### src/hdl/cbt_pkg.sv
// shared constants and types for the branch timing and dual pointer core
package cbt_pkg;
    localparam logic [7:0] ADDR_STACK_POINTER = 8'h81;
    localparam logic [7:0] ADDR_POINTER0_LOW = 8'h82;
    localparam logic [7:0] ADDR_POINTER0_HIGH = 8'h83;
    localparam logic [7:0] ADDR_POINTER1_LOW = 8'h84;
    localparam logic [7:0] ADDR_POINTER1_HIGH = 8'h85;
    localparam logic [7:0] ADDR_POINTER_SELECT = 8'h86;
    localparam logic [7:0] ADDR_CLOCK_SPEED_CONTROL = 8'h8E;
    localparam int SEL_BIT = 0;
    localparam int STRETCH_LSB = 0;
    localparam int STRETCH_MSB = 2;
    localparam int TICK_FAST_BIT = 3;
    localparam logic [5:0] CLOCK_SPEED_USED_MASK = 6'h3F;
    localparam logic [7:0] STACK_POINTER_RESET = 8'h07;
    localparam logic [15:0] POINTER_RESET = 16'h0000;
    localparam logic [5:0] CLOCK_SPEED_RESET = 6'h01;
    localparam logic [1:0] CLKS_PER_ICYCLE_M1 = 2'h3;
    localparam logic [3:0] TICK_SLOW_M1 = 4'hB;
    localparam logic [3:0] TICK_FAST_M1 = 4'h3;
    localparam logic [3:0] MOVE_BASE_CYCLES = 4'h2;

    typedef enum logic [4:0] {
        KIND_PLAIN, KIND_NOP, KIND_ABS_JUMP, KIND_ABS_CALL, KIND_LONG_CALL,
        KIND_RETURN, KIND_LONG_JUMP, KIND_REL_JUMP, KIND_JC, KIND_JNC,
        KIND_JBIT1, KIND_JBIT0, KIND_JBIT1CLR, KIND_JMP_IND, KIND_JACC0, KIND_JACCNZ,
        KIND_CMPJ, KIND_DECJ, KIND_XMOVE
    } cbt_kind_type;

    typedef struct packed {
        logic [1:0] bytes;
        logic [3:0] cycles;
        cbt_kind_type kind;
    } cbt_decode_type;

    typedef struct packed {
        logic carry;
        logic acc_zero;
        logic bit_val;
        logic cmp_ne;
        logic dec_nz;
    } cbt_cond_type;

    typedef enum logic [1:0] {
        ST_IDLE = 2'b01,
        ST_EXEC = 2'b10
    } cbt_state_type;
endpackage

### src/hdl/cbt_core_timing.sv
// branch decode, instruction timing, timer tick and dual data pointers
// Summary of operation
// - external move lasts two plus stretch cycles
// - one instruction cycle is four clocks
// - instructions take one to nine cycles
// - byte count equals program fetches
// - timer tick every twelve, optionally four
// - absolute call/jump: two bytes, three cycles
// - long call, returns: four cycles
// - short and carry jumps: two bytes, three
// - jump bit set then clear it
// - bit-test jumps: three bytes, four cycles
// - indirect jump: one byte, three cycles
// - accumulator jumps: two bytes, three cycles
// - compare jumps: three bytes, four cycles
// - decrement jumps: register or direct forms
// - opcodes 00 and A5 are no-ops
// - two pointers at 82/83 and 84/85
// - select bit 0 picks active pointer
// - pointer instructions use selected pointer
// - select upper bits read zero
// - fixed bits ignore writes, read constant
`timescale 1ns/1ps
module cbt_core_timing (
    input wire logic ref_clk,
    input wire logic sys_rst,
    input wire logic [7:0] sfr_addr,
    input wire logic [7:0] sfr_wdata,
    input wire logic sfr_wr,
    input wire logic sfr_rd,
    output logic [7:0] sfr_rdata,
    input wire logic op_start,
    input wire logic [7:0] opcode,
    input wire logic [15:0] operand,
    input wire logic [7:0] rel_offset,
    input wire logic [15:0] next_pc,
    input wire logic [7:0] acc,
    input wire cbt_pkg::cbt_cond_type cond,
    input wire logic ptr_load,
    input wire logic [15:0] ptr_load_value,
    input wire logic ptr_inc,
    output logic busy,
    output logic done,
    output logic [1:0] instr_bytes,
    output logic [3:0] instr_cycles,
    output logic branch_taken,
    output logic [15:0] branch_target,
    output logic bit_clear,
    output logic [15:0] active_pointer,
    output logic timer_tick
);
    function automatic cbt_pkg::cbt_decode_type decode(input logic [7:0] op,
                                                       input logic [2:0] stretch);
        cbt_pkg::cbt_decode_type d;
        d = '{bytes: 2'd1, cycles: 4'd1, kind: cbt_pkg::KIND_PLAIN};
        if (op[4:0] == 5'h11)
            d = '{bytes: 2'd2, cycles: 4'd3, kind: cbt_pkg::KIND_ABS_CALL};
        else if (op[4:0] == 5'h01)
            d = '{bytes: 2'd2, cycles: 4'd3, kind: cbt_pkg::KIND_ABS_JUMP};
        else if (op[7:3] == 5'h1B)
            d = '{bytes: 2'd2, cycles: 4'd3, kind: cbt_pkg::KIND_DECJ};
        else if (op[7:3] == 5'h17 || op == 8'hB6 || op == 8'hB7 || op == 8'hB4 || op == 8'hB5)
            d = '{bytes: 2'd3, cycles: 4'd4, kind: cbt_pkg::KIND_CMPJ};
        else if (op == 8'hE0 || op == 8'hE2 || op == 8'hE3 || op == 8'hF0 || op == 8'hF2
                 || op == 8'hF3)
            d = '{bytes: 2'd1, cycles: cbt_pkg::MOVE_BASE_CYCLES + {1'b0, stretch},
                  kind: cbt_pkg::KIND_XMOVE};
        else begin
            case (op)
                8'h00, 8'hA5: d = '{bytes: 2'd1, cycles: 4'd1, kind: cbt_pkg::KIND_NOP};
                8'h12: d = '{bytes: 2'd3, cycles: 4'd4, kind: cbt_pkg::KIND_LONG_CALL};
                8'h22, 8'h32: d = '{bytes: 2'd1, cycles: 4'd4, kind: cbt_pkg::KIND_RETURN};
                8'h02: d = '{bytes: 2'd3, cycles: 4'd4, kind: cbt_pkg::KIND_LONG_JUMP};
                8'h80: d = '{bytes: 2'd2, cycles: 4'd3, kind: cbt_pkg::KIND_REL_JUMP};
                8'h40: d = '{bytes: 2'd2, cycles: 4'd3, kind: cbt_pkg::KIND_JC};
                8'h50: d = '{bytes: 2'd2, cycles: 4'd3, kind: cbt_pkg::KIND_JNC};
                8'h20: d = '{bytes: 2'd3, cycles: 4'd4, kind: cbt_pkg::KIND_JBIT1};
                8'h30: d = '{bytes: 2'd3, cycles: 4'd4, kind: cbt_pkg::KIND_JBIT0};
                8'h10: d = '{bytes: 2'd3, cycles: 4'd4, kind: cbt_pkg::KIND_JBIT1CLR};
                8'h73: d = '{bytes: 2'd1, cycles: 4'd3, kind: cbt_pkg::KIND_JMP_IND};
                8'h60: d = '{bytes: 2'd2, cycles: 4'd3, kind: cbt_pkg::KIND_JACC0};
                8'h70: d = '{bytes: 2'd2, cycles: 4'd3, kind: cbt_pkg::KIND_JACCNZ};
                8'hD5: d = '{bytes: 2'd3, cycles: 4'd4, kind: cbt_pkg::KIND_DECJ};
                default: d = '{bytes: 2'd1, cycles: 4'd1, kind: cbt_pkg::KIND_PLAIN};
            endcase
        end
        return d;
    endfunction

    // register state
    logic [7:0] stack_pointer_q;
    logic [15:0] ptr0_q;
    logic [15:0] ptr1_q;
    logic sel_q;
    logic [5:0] clock_speed_q;
    logic [7:0] sfr_rdata_q;
    cbt_pkg::cbt_state_type state_q;
    logic [1:0] phase_q;
    logic [3:0] remain_q;
    logic busy_q;
    logic done_q;
    logic [1:0] bytes_q;
    logic [3:0] cycles_q;
    logic taken_q;
    logic [15:0] target_q;
    logic clear_q;
    logic [3:0] presc_q;
    logic tick_q;

    // decoding and selection
    wire logic [2:0] stretch = clock_speed_q[cbt_pkg::STRETCH_MSB:cbt_pkg::STRETCH_LSB];
    wire cbt_pkg::cbt_decode_type dec = decode(opcode, stretch);
    wire logic start_ok = op_start && (state_q == cbt_pkg::ST_IDLE);
    wire logic [15:0] act_ptr = sel_q ? ptr1_q : ptr0_q;
    wire logic [15:0] rel_target = next_pc + {{8{rel_offset[7]}}, rel_offset};
    wire logic [15:0] abs_target = {next_pc[15:11], opcode[7:5], operand[7:0]};
    wire logic [15:0] ind_target = act_ptr + {8'h00, acc};
    wire logic icycle_end = (phase_q == cbt_pkg::CLKS_PER_ICYCLE_M1);
    wire logic last_clk = (state_q == cbt_pkg::ST_EXEC) && icycle_end && (remain_q == 4'h0);
    wire logic wr_sp = sfr_wr && (sfr_addr == cbt_pkg::ADDR_STACK_POINTER);
    wire logic wr_p0l = sfr_wr && (sfr_addr == cbt_pkg::ADDR_POINTER0_LOW);
    wire logic wr_p0h = sfr_wr && (sfr_addr == cbt_pkg::ADDR_POINTER0_HIGH);
    wire logic wr_p1l = sfr_wr && (sfr_addr == cbt_pkg::ADDR_POINTER1_LOW);
    wire logic wr_p1h = sfr_wr && (sfr_addr == cbt_pkg::ADDR_POINTER1_HIGH);
    wire logic wr_sel = sfr_wr && (sfr_addr == cbt_pkg::ADDR_POINTER_SELECT);
    wire logic wr_cks = sfr_wr && (sfr_addr == cbt_pkg::ADDR_CLOCK_SPEED_CONTROL);
    wire logic [15:0] ptr_next = ptr_load ? ptr_load_value : act_ptr + 16'h0001;
    wire logic ptr_upd = ptr_load || ptr_inc;
    wire logic [3:0] tick_lim = clock_speed_q[cbt_pkg::TICK_FAST_BIT]
                                ? cbt_pkg::TICK_FAST_M1 : cbt_pkg::TICK_SLOW_M1;

    logic taken_d;
    logic [15:0] target_d;
    always_comb begin
        taken_d = 1'b0;
        target_d = rel_target;
        case (dec.kind)
            cbt_pkg::KIND_ABS_JUMP, cbt_pkg::KIND_ABS_CALL: begin
                taken_d = 1'b1;
                target_d = abs_target;
            end
            cbt_pkg::KIND_LONG_CALL, cbt_pkg::KIND_LONG_JUMP: begin
                taken_d = 1'b1;
                target_d = operand;
            end
            cbt_pkg::KIND_JMP_IND: begin
                taken_d = 1'b1;
                target_d = ind_target;
            end
            cbt_pkg::KIND_REL_JUMP: taken_d = 1'b1;
            cbt_pkg::KIND_JC: taken_d = cond.carry;
            cbt_pkg::KIND_JNC: taken_d = !cond.carry;
            cbt_pkg::KIND_JBIT1,
            cbt_pkg::KIND_JBIT1CLR: taken_d = cond.bit_val;
            cbt_pkg::KIND_JBIT0: taken_d = !cond.bit_val;
            cbt_pkg::KIND_JACC0: taken_d = cond.acc_zero;
            cbt_pkg::KIND_JACCNZ: taken_d = !cond.acc_zero;
            cbt_pkg::KIND_CMPJ: taken_d = cond.cmp_ne;
            cbt_pkg::KIND_DECJ: taken_d = cond.dec_nz;
            default: taken_d = 1'b0;
        endcase
    end

    logic [7:0] rdata_d;
    always_comb begin
        case (sfr_addr)
            cbt_pkg::ADDR_STACK_POINTER: rdata_d = stack_pointer_q;
            cbt_pkg::ADDR_POINTER0_LOW: rdata_d = ptr0_q[7:0];
            cbt_pkg::ADDR_POINTER0_HIGH: rdata_d = ptr0_q[15:8];
            cbt_pkg::ADDR_POINTER1_LOW: rdata_d = ptr1_q[7:0];
            cbt_pkg::ADDR_POINTER1_HIGH: rdata_d = ptr1_q[15:8];
            cbt_pkg::ADDR_POINTER_SELECT: rdata_d = {7'h00, sel_q};
            cbt_pkg::ADDR_CLOCK_SPEED_CONTROL: rdata_d = {2'h0, clock_speed_q};
            default: rdata_d = 8'h00;
        endcase
    end

    // register file; pointer instructions take priority over bus writes
    always_ff @(posedge ref_clk or posedge sys_rst) begin
        if (sys_rst) begin
            stack_pointer_q <= cbt_pkg::STACK_POINTER_RESET;
            sel_q <= 1'b0;
            clock_speed_q <= cbt_pkg::CLOCK_SPEED_RESET;
            sfr_rdata_q <= 8'h00;
        end else begin
            if (wr_sp) stack_pointer_q <= sfr_wdata;
            if (wr_sel) sel_q <= sfr_wdata[cbt_pkg::SEL_BIT];
            if (wr_cks) clock_speed_q <= sfr_wdata[5:0] & cbt_pkg::CLOCK_SPEED_USED_MASK;
            if (sfr_rd) sfr_rdata_q <= rdata_d;
        end
    end

    always_ff @(posedge ref_clk or posedge sys_rst) begin
        if (sys_rst) begin
            ptr0_q <= cbt_pkg::POINTER_RESET;
            ptr1_q <= cbt_pkg::POINTER_RESET;
        end else if (ptr_upd) begin
            if (sel_q) ptr1_q <= ptr_next;
            else ptr0_q <= ptr_next;
        end else begin
            if (wr_p0l) ptr0_q[7:0] <= sfr_wdata;
            if (wr_p0h) ptr0_q[15:8] <= sfr_wdata;
            if (wr_p1l) ptr1_q[7:0] <= sfr_wdata;
            if (wr_p1h) ptr1_q[15:8] <= sfr_wdata;
        end
    end

    // execution sequencer: four clocks per instruction cycle
    always_ff @(posedge ref_clk or posedge sys_rst) begin
        if (sys_rst) begin
            state_q <= cbt_pkg::ST_IDLE;
            phase_q <= 2'h0;
            remain_q <= 4'h0;
            busy_q <= 1'b0;
            done_q <= 1'b0;
        end else begin
            done_q <= last_clk;
            case (state_q)
                cbt_pkg::ST_IDLE: if (start_ok) begin
                    state_q <= cbt_pkg::ST_EXEC;
                    phase_q <= 2'h0;
                    remain_q <= dec.cycles - 4'h1;
                    busy_q <= 1'b1;
                end
                cbt_pkg::ST_EXEC: begin
                    phase_q <= phase_q + 2'h1;
                    if (icycle_end && remain_q != 4'h0) remain_q <= remain_q - 4'h1;
                    if (last_clk) begin
                        state_q <= cbt_pkg::ST_IDLE;
                        busy_q <= 1'b0;
                    end
                end
                default: state_q <= cbt_pkg::ST_IDLE;
            endcase
        end
    end

    // decode results are captured at start so operands may change meanwhile
    always_ff @(posedge ref_clk or posedge sys_rst) begin
        if (sys_rst) begin
            bytes_q <= 2'h0;
            cycles_q <= 4'h0;
            taken_q <= 1'b0;
            target_q <= 16'h0000;
            clear_q <= 1'b0;
        end else if (start_ok) begin
            bytes_q <= dec.bytes;
            cycles_q <= dec.cycles;
            taken_q <= taken_d;
            target_q <= target_d;
            clear_q <= (dec.kind == cbt_pkg::KIND_JBIT1CLR) && cond.bit_val;
        end
    end

    always_ff @(posedge ref_clk or posedge sys_rst) begin
        if (sys_rst) begin
            presc_q <= 4'h0;
            tick_q <= 1'b0;
        end else begin
            tick_q <= (presc_q >= tick_lim);
            presc_q <= (presc_q >= tick_lim) ? 4'h0 : presc_q + 4'h1;
        end
    end

    assign sfr_rdata = sfr_rdata_q;
    assign busy = busy_q;
    assign done = done_q;
    assign instr_bytes = bytes_q;
    assign instr_cycles = cycles_q;
    assign branch_taken = taken_q;
    assign branch_target = target_q;
    assign bit_clear = clear_q;
    assign active_pointer = sel_q ? ptr1_q : ptr0_q;
    assign timer_tick = tick_q;

    // consecutive busy clocks, so long runs are checked without a long repetition
    logic [5:0] busy_run_q;
    always_ff @(posedge ref_clk or posedge sys_rst) begin
        if (sys_rst) begin
            busy_run_q <= 6'h00;
        end else begin
            busy_run_q <= busy_q ? busy_run_q + 6'h01 : 6'h00;
        end
    end

    AST_FOUR_CLK_CYCLE: assert property (@(posedge ref_clk) disable iff (sys_rst)
        start_ok && opcode == 8'h00 |=> busy[*4] ##1 (!busy && done))
        else $error("nop did not take four clocks");
    AST_MOVE_STRETCH: assert property (@(posedge ref_clk) disable iff (sys_rst)
        start_ok && opcode == 8'hE0 |=> cycles_q == 4'h2 + {1'b0, $past(stretch)})
        else $error("external move cycles wrong");
    AST_ABSOLUTE_CALL: assert property (@(posedge ref_clk) disable iff (sys_rst)
        start_ok && opcode[4:0] == 5'h11 |=> bytes_q == 2'd2 && cycles_q == 4'd3 && taken_q)
        else $error("absolute call decode wrong");
    AST_LONG_CALL_LEN: assert property (@(posedge ref_clk) disable iff (sys_rst)
        start_ok && opcode == 8'h12 |-> ##17 (done && !busy && busy_run_q == 6'h10))
        else $error("long call not sixteen clocks");
    AST_JBC_CLEAR: assert property (@(posedge ref_clk) disable iff (sys_rst)
        start_ok && opcode == 8'h10 |=> bit_clear == $past(cond.bit_val) && taken_q == bit_clear)
        else $error("bit clear jump wrong");
    AST_REL_TARGET: assert property (@(posedge ref_clk) disable iff (sys_rst)
        start_ok && opcode == 8'h80
        |=> branch_target == $past(next_pc) + {{8{$past(rel_offset[7])}}, $past(rel_offset)})
        else $error("relative target wrong");
    AST_SEL_READ: assert property (@(posedge ref_clk) disable iff (sys_rst)
        sfr_rd && sfr_addr == cbt_pkg::ADDR_POINTER_SELECT |=> sfr_rdata[7:1] == 7'h00)
        else $error("select upper bits not zero");
    AST_PTR_INC: assert property (@(posedge ref_clk) disable iff (sys_rst)
        ptr_inc && !ptr_load && !wr_sel |=> active_pointer == $past(active_pointer) + 16'h0001)
        else $error("active pointer not incremented");
    AST_TICK_SLOW: assert property (@(posedge ref_clk) disable iff (sys_rst)
        $rose(timer_tick) && !clock_speed_q[cbt_pkg::TICK_FAST_BIT] && !wr_cks
        |=> !timer_tick[*8])
        else $error("slow tick too early");
endmodule

### config.mk
export PLATFORM = sky130hd
export DESIGN_NAME = cbt_core_timing
export DESIGN_NICKNAME = d
export VERILOG_FILES = /design/src/hdl/cbt_pkg.sv /design/src/hdl/cbt_core_timing.sv
export SDC_FILE = /design/constraint.sdc
export NUM_CORES = 1
export LEC_CHECK = 0
export BUFFER_PORTS_ARGS = -buffer_cell sky130_fd_sc_hd__buf_2
export CELL_PAD_IN_SITES_DETAIL_PLACEMENT = 1
export CELL_PAD_IN_SITES_GLOBAL_PLACEMENT = 2
export CORE_MARGIN = 4
export CORE_UTILIZATION = 33
export DETAILED_ROUTE_END_ITERATION = 7
export PLACE_DENSITY = 0.86
export SYNTH_ARGS = -nofsm -noshare
export SYNTH_HDL_FRONTEND = slang
export SYNTH_SLANG_ARGS = --single-unit
### constraint.sdc
create_clock -name ref_clk -period 4.32 [get_ports ref_clk]
set_clock_uncertainty 0.1 [all_clocks]
set_input_delay 0.648 -clock ref_clk [delete_from_list [all_inputs] [get_ports ref_clk]]
set_output_delay 0.648 -clock ref_clk [all_outputs]
set_load 0.03 [all_outputs]
==> results of run 1 <==
==> report_power, final <==
group	switching, mW	total, mW	internal, mW
combinational	0.925	1.46	0.534
sequential	0.218	1.34	1.13
clock	0.374	0.768	0.394
==> layer usage <==
layer / vias up / routed length [um] / track usage [%]
li1: 3123 / - / -
met1: 3220 / 10900 / 27.0
met2: 146 / 11400 / 33.4
met3: 26 / 885 / 2.41
met4: 0 / 391 / 5.09
met5: - / 0 / 0
==> path summary, 6_finish.rpt <==
path / startpoint / end / slack, ns / cells after the start
worst max-delay path: sel_q / branch_target[14] / 0.92 / 12
worst min-delay path: sys_rst / instr_cycles[3] / 0.27 / 2
worst max register to register: sel_q / branch_target[14] / 0.92 / 12
worst min register to register: presc_q[0] / presc_q[0] / 0.37 / 1
max in group asynchronous: sys_rst / stack_pointer_q[0] / 2.90 / 3
min in group ref_clk: presc_q[0] / presc_q[0] / 0.37 / 1
==> synthesized netlist by cell type, types with 4 or more instances <==
cell,n
a211oi_1,6
a21o_1,4
a21oi_1,41
a221o_1,6
a221oi_1,17
a31oi_1,14
and2_1,7
and3_1,6
and3b_1,4
buf_1,4
buf_2,7
clkbuf_1,17
dfrtp_1,89
dfstp_2,5
ha_1,29
inv_1,42
mux2_2,39
mux2i_1,30
nand2_1,75
nand2b_1,6
nand3_1,24
nor2_1,66
nor2b_1,16
nor3_1,17
nor4_1,4
o211ai_1,8
o21a_1,11
o21ai_0,47
o21bai_1,5
o22ai_1,12
o2bb2ai_1,5
o31ai_1,5
or3_1,6
xnor2_1,20
xor2_1,11
==> kinds of logic after synthesis <==
family / count (synthesis) / share of synthesized area (%)
AND/OR/NAND/NOR: 254 / 18.4
AO/OA/AOI/OAI: 219 / 22.1
flip-flops: 94 / 34.3
buffers and inverters: 74 / 4.51
multiplexers: 70 / 10.9
XOR/XNOR: 31 / 3.94
adder cells (fa/ha/maj): 31 / 5.85
==> layout by cell type, fill, tap and decap left out, types with 4 or more instances in the layout <==
cell | netlist | final
buf_2 | 7 | 150
dfrtp_1 | 89 | 89
nand2_1 | 75 | 75
nor2_1 | 66 | 66
o21ai_0 | 47 | 47
a21oi_1 | 41 | 41
inv_1 | 42 | 41
mux2_2 | 39 | 39
mux2i_1 | 30 | 30
ha_1 | 29 | 29
nand3_1 | 24 | 24
xnor2_1 | 20 | 20
nor3_1 | 17 | 17
a221oi_1 | 17 | 17
nor2b_1 | 16 | 16
a31oi_1 | 14 | 14
o22ai_1 | 12 | 12
o21a_1 | 11 | 11
xor2_1 | 11 | 11
clkbuf_16 | 0 | 9
o211ai_1 | 8 | 8
buf_4 | 0 | 8
and2_1 | 7 | 7
and3_1 | 6 | 6
a211oi_1 | 6 | 6
or3_1 | 6 | 6
nand2b_1 | 6 | 6
a221o_1 | 6 | 6
o21bai_1 | 5 | 5
o31ai_1 | 5 | 5
o2bb2ai_1 | 5 | 5
dfstp_2 | 5 | 5
and3b_1 | 4 | 4
a21o_1 | 4 | 4
nor4_1 | 4 | 4
clkinvlp_4 | 0 | 4
==> worst max-delay path: stages, from the launching register on <==
cell	delay, ns
dfrtp_1	0.56
buf_4	0.34
mux2i_1	0.45
inv_1	0.15
ha_1	0.38
nor3_1	0.07
nor2_1	0.11
o41ai_1	0.08
buf_4	0.16
or4_1	0.49
a31o_1	0.22
a21o_1	0.17
nand3_1	0.06
==> state kept, by name (all words and copies together) (netlist names), 4 cells and up <==
| name | count |
|---|---|
| instr_cycles | 4 |
| ptr1_q | 16 |
| clock_speed_q | 6 |
| ptr0_q | 16 |
| presc_q | 4 |
| stack_pointer_q | 8 |
| branch_target | 16 |
| sfr_rdata | 8 |
| remain_q | 4 |
==> layout make-up <==
| cell class | count | area, um2 |
|---|---|---|
| inverter | 44 | 166 |
| sequential | 94 | 2360 |
| fill | 2461 | 12200 |
| timing repair buffer | 158 | 811 |
| multi-input combinational | 605 | 4220 |
| clock inverter | 6 | 47.5 |
| clock buffer | 10 | 229 |
| tap | 270 | 338 |
==> through the flow <==
step	worst slack (ns)	total power, mW
final	0.916	3.57
after global routing	0.750	3.80
after CTS	0.903	3.61
after detailed placement	0.930	2.82
after global placement	1.03	2.78
after floorplan	0.826	2.31
==> reports/metrics.yaml, run 1 <==
status: "completed"
p_leak_nw: 3.64
die_w_um: 152
cts_buffers: 9
grt_pass1_wl_mm: 37.3
ys.flop_type: "dfrtp_1"
post_dp_cell_area_mm2: 0.00789
tns_ns: 0
drtPass1Iterations: 4
vias_per_cell: 5.49
utilization_pct: 40.1
setup_viol: 0
cts.clk_slew.worst_paths_ns: 0.07
design_area_mm2: 0.00817
power_density_mw_per_mm2: 437
chipHeight_um: 152
initial_core_util_pct: 33.8
ys_warn_count: 0
coreArea_mm2: 0.0204
port_buffers: 150
grt_pass1_vias: 6831
slew_viol_final: 0
cts-root-buf: "clkbuf_16"
synth-edff-count: 0
vdd_drop_max_v: 0.000284
maxCapViolCount: 0
synth_nets: 904
detailed_place_hpwl_mm: 18.6
synth_area_leaders: "dfrtp_1 32%, mux2_2 6.4%, ha_1 5.3%"
post_drt_wl_per_cell_um: 19.8
holdWs_ns: 0.265
dp_cells: 1171
fin_crit_sh_pct: 78.8
vias: 6515
cts_max_path_buffers: 2
fmax_ghz: 0.294
cts-resized-gates: 0
hold_class: "in -> async"
slew_headroom_pct: 25.8
async_flop_share_pct: 100
dieArea_mm2: 0.0232
crit_fanout: 17
drt-initial-drc-count: 316
antenna_found_initial: 0
tritoncts: "built"
final_nets: 1043
num_antenna_cells: 0
path_class: "reg -> reg"
num_rows: 52
drc: 0
yosysUniqueCellTypes: 75
hold_violations: 0
cts.sinks: 94
syn_inst: 773
yosysSeqAreaShare_pct: 34.3
synth_top_area_share_pct: 32.4
layout-drive-gt1-share_pct: 25.6
arrival_ns: 3.59
rsz0062_at_grt: "false"
netlist_area_mm2: 0.00688
finalCriticalPeriod_ns: 3.40
clock_latency_ns: 0.36
grt_max_degree: 40
track_usage_pct: 19.8
grt_overflow: 0
area_growth_pct: 18.6
syn_area_per_cell_um2: 8.91
io-pin-count: 151
ys_ff_latch: 94
ant_nets: 0
worst_pin_slew_ns: 1.11
required_ns: 4.51
wirelength_mm: 23.5
routabilityCongestion: 0.860
hold_buffers: 0
end_kind: "flip-flop"
yosysTopAreaCell: "dfrtp_1"
post-cts-setup-buffer-count: 0
final_cells: 1187
cp-start-kind: "flip-flop"
htree_num_levels: 3
No activity file was read; power rests on OpenSTA's default activity.
==> run 2, diff against run 1 <==
- ABC_AREA: default -> 1
- CORE_UTILIZATION: 33 -> 30
- clock period: 4.32 -> 3.32 ns (I/O delays scaled with it)
==> run 2 against run 1 <==
Net effect: sequential share of layout area is 1.2 points lower; combinational power is 21% higher; wire length rose by 12%; setup slack worse by 0.31 ns; critical endpoint is now branch_target[12]; worst hold slack lost 0.13 ns.
==> reports/metrics.yaml, run 2 <==
post-cts-setup-buffer-count: 0
grt_max_degree: 50
path_delay_family: "compound AO/OA/AOI/OAI gates"
dp_cells: 1489
final_nets: 1318
netlist_area_mm2: 0.00706
num_rows: 55
final_cells: 1505
path_class: "reg -> reg"
io-pin-count: 151
power_density_mw_per_mm2: 530
cp-start-kind: "flip-flop"
startpoint: "sel_q"
vdd_drop_max_v: 0.000259
yosysTopAreaCell: "dfrtp_1"
n_fill_cell: 2984
rsz0062_at_grt: "false"
arrival_ns: 2.86
holdWs_ns: 0.140
yosysUniqueCellTypes: 54
grt_overflow: 0
drt-initial-drc-count: 475
synth_top_area_share_pct: 31.6
routabilityCongestion: 0.889
die_w_um: 161
chipHeight_um: 161
layout_commonest_cell: "nand2_1"
synth_nets: 1160
synth_area_leaders: "dfrtp_1 32%, nand2_1 17%, inv_1 6.6%"
yosysSeqAreaShare_pct: 33.4
layout-drive-gt1-share_pct: 20.4
finalCriticalPeriod_ns: 2.71
syn_inst: 1029
tritoncts: "built"
worst_slack_ns: 0.606
wirelength_mm: 26.2
cp.buffers_inverters: 1
ys.flop_type: "dfrtp_1"
htree_num_levels: 3
coreArea_mm2: 0.0229
antenna_found_initial: 0
end_kind: "flip-flop"
worstPathCellList: "buf_4, o21ai_2, ha_1, nand2_1, o211ai_1, nand2_1, o21ai_1, o21ai_1, nand3_1, nand2_1"
drc: 0
r2r-start: "sel_q"
r2r_cells: 10
worst_pin_slew_ns: 0.830
cts-resized-gates: 0
p_leak_nw: 4.42
cts_max_path_buffers: 2
reg2reg_slack_ns: 0.61
ant_nets: 0
detailed_place_hpwl_mm: 21.6
setup_viol: 0
grt_pass1_vias: 7825
vias: 7458
critical_path_depth: 10
area_growth_pct: 20.7
hold_violations: 0
utilization_pct: 37.2
cts_buffers: 9
clock_latency_ns: 0.35
track_usage_pct: 19.9
cts.clk_slew.worst_paths_ns: 0.07
fin_crit_sh_pct: 81.7
tns_ns: 0
syn_area_per_cell_um2: 6.86
cpMaxStageDelayCell: "dfrtp_1"
cts.sinks: 94
slew_headroom_pct: 44.6
fmax_ghz: 0.368
slew_viol_final: 0
layout.area.seq_mm2: 0.00236
hold_buffers: 0
num_antenna_cells: 0
cts-root-buf: "clkbuf_16"
hold_class: "in -> async"
multiInputGateArea_mm2: 0.00407
slowest_delay_ns: 0.53
status: "completed"
yosys-top-cells-count: "312 x nand2_1, 124 x inv_1, 89 x dfrtp_1, 78 x nand3_1, 75 x nor2_1"
post_drt_wl_per_cell_um: 17.4
ys_warn_count: 0
async_flop_share_pct: 100
drtPass1Iterations: 4
post-place-ws_ns: 0.627
required_ns: 3.46
layout_common_cells: "312 x nand2_1, 150 x buf_2, 123 x inv_1"
synth-edff-count: 0
dieArea_mm2: 0.0260
port_buffers: 150
yosysMostFrequentCell: "nand2_1"
maxCapViolCount: 0
crit_fanout: 14
grt_pass1_wl_mm: 41.4
initial_core_util_pct: 30.8
crit_path_frequent_cell: "nand2_1"
vias_per_cell: 4.96
ys_ff_latch: 94
r2r-end: "branch_target[12]"
-- run 2: cell types whose count changed after synthesis, sizes merged, moves of 12 or more --
cell,delta
a221oi,-12
nand3,+52
mux2i,-30
nor2,+20
o21ai,+44
nor2b,-16
inv,+88
a21oi,+12
mux2,-38
nand4,+18
xnor2,-18
nand2,+247
-- run 2: through the flow --
stage          total power, mW  area, um2
5_1_grt                   4.81       8510
3_5_place_dp              3.42       8200
3_3_place_gp              3.39       8200
4_1_cts                   4.56       8510
2_1_floorplan             2.80       7060
6_report                  4.51       8510
-- run 2: where the power goes --
part           switching [mW]  leakage [nW]  internal, mW
Clock                   0.505         0.155         0.618
Combinational            1.21          3.10         0.567
Sequential              0.197          1.16          1.42
-- run 2: worst max path at each step --
stage	end	slack (ns)
6_report	branch_target[12]	0.61
5_1_grt	branch_target[12]	0.32
4_1_cts	branch_target[12]	0.58
3_5_place_dp	branch_target[12]	0.63
3_3_place_gp	remain_q[2]	0.71
2_1_floorplan	bit_clear	0.28
-- run 2: logic make-up (layout without fill, tap and decap cells) --
logic type,after synthesis,in the layout,share of synthesized area (%)
compound gates,199,199,17.3
flops,94,94,33.4
buf+inv,153,316,8.87
fa+ha+maj,31,31,5.71
mux,2,2,0.301
xor+xnor,11,11,1.37
simple gates,539,539,33.0
-- run 2: final cells by class --
type | instances | share of cell area, %
Clock buffer | 10 | 2.81
Multi-Input combinational cell | 782 | 47.8
Timing Repair Buffer | 166 | 10.2
Tap cell | 313 | 4.60
Inverter | 134 | 5.94
Clock inverter | 6 | 0.896
Sequential cell | 94 | 27.7
-- run 2: routing by layer --
layer | routed length, um | part of all wire (%) | GRT usage [%] | up-vias
met5 | 0 | 0 | 0 | -
met4 | 452 | 1.7 | 4.89 | 0
met3 | 1220 | 4.6 | 3.52 | 24
met2 | 12300 | 47 | 33.6 | 168
met1 | 12300 | 47 | 26.6 | 3543
li1 | - | - | - | 3723
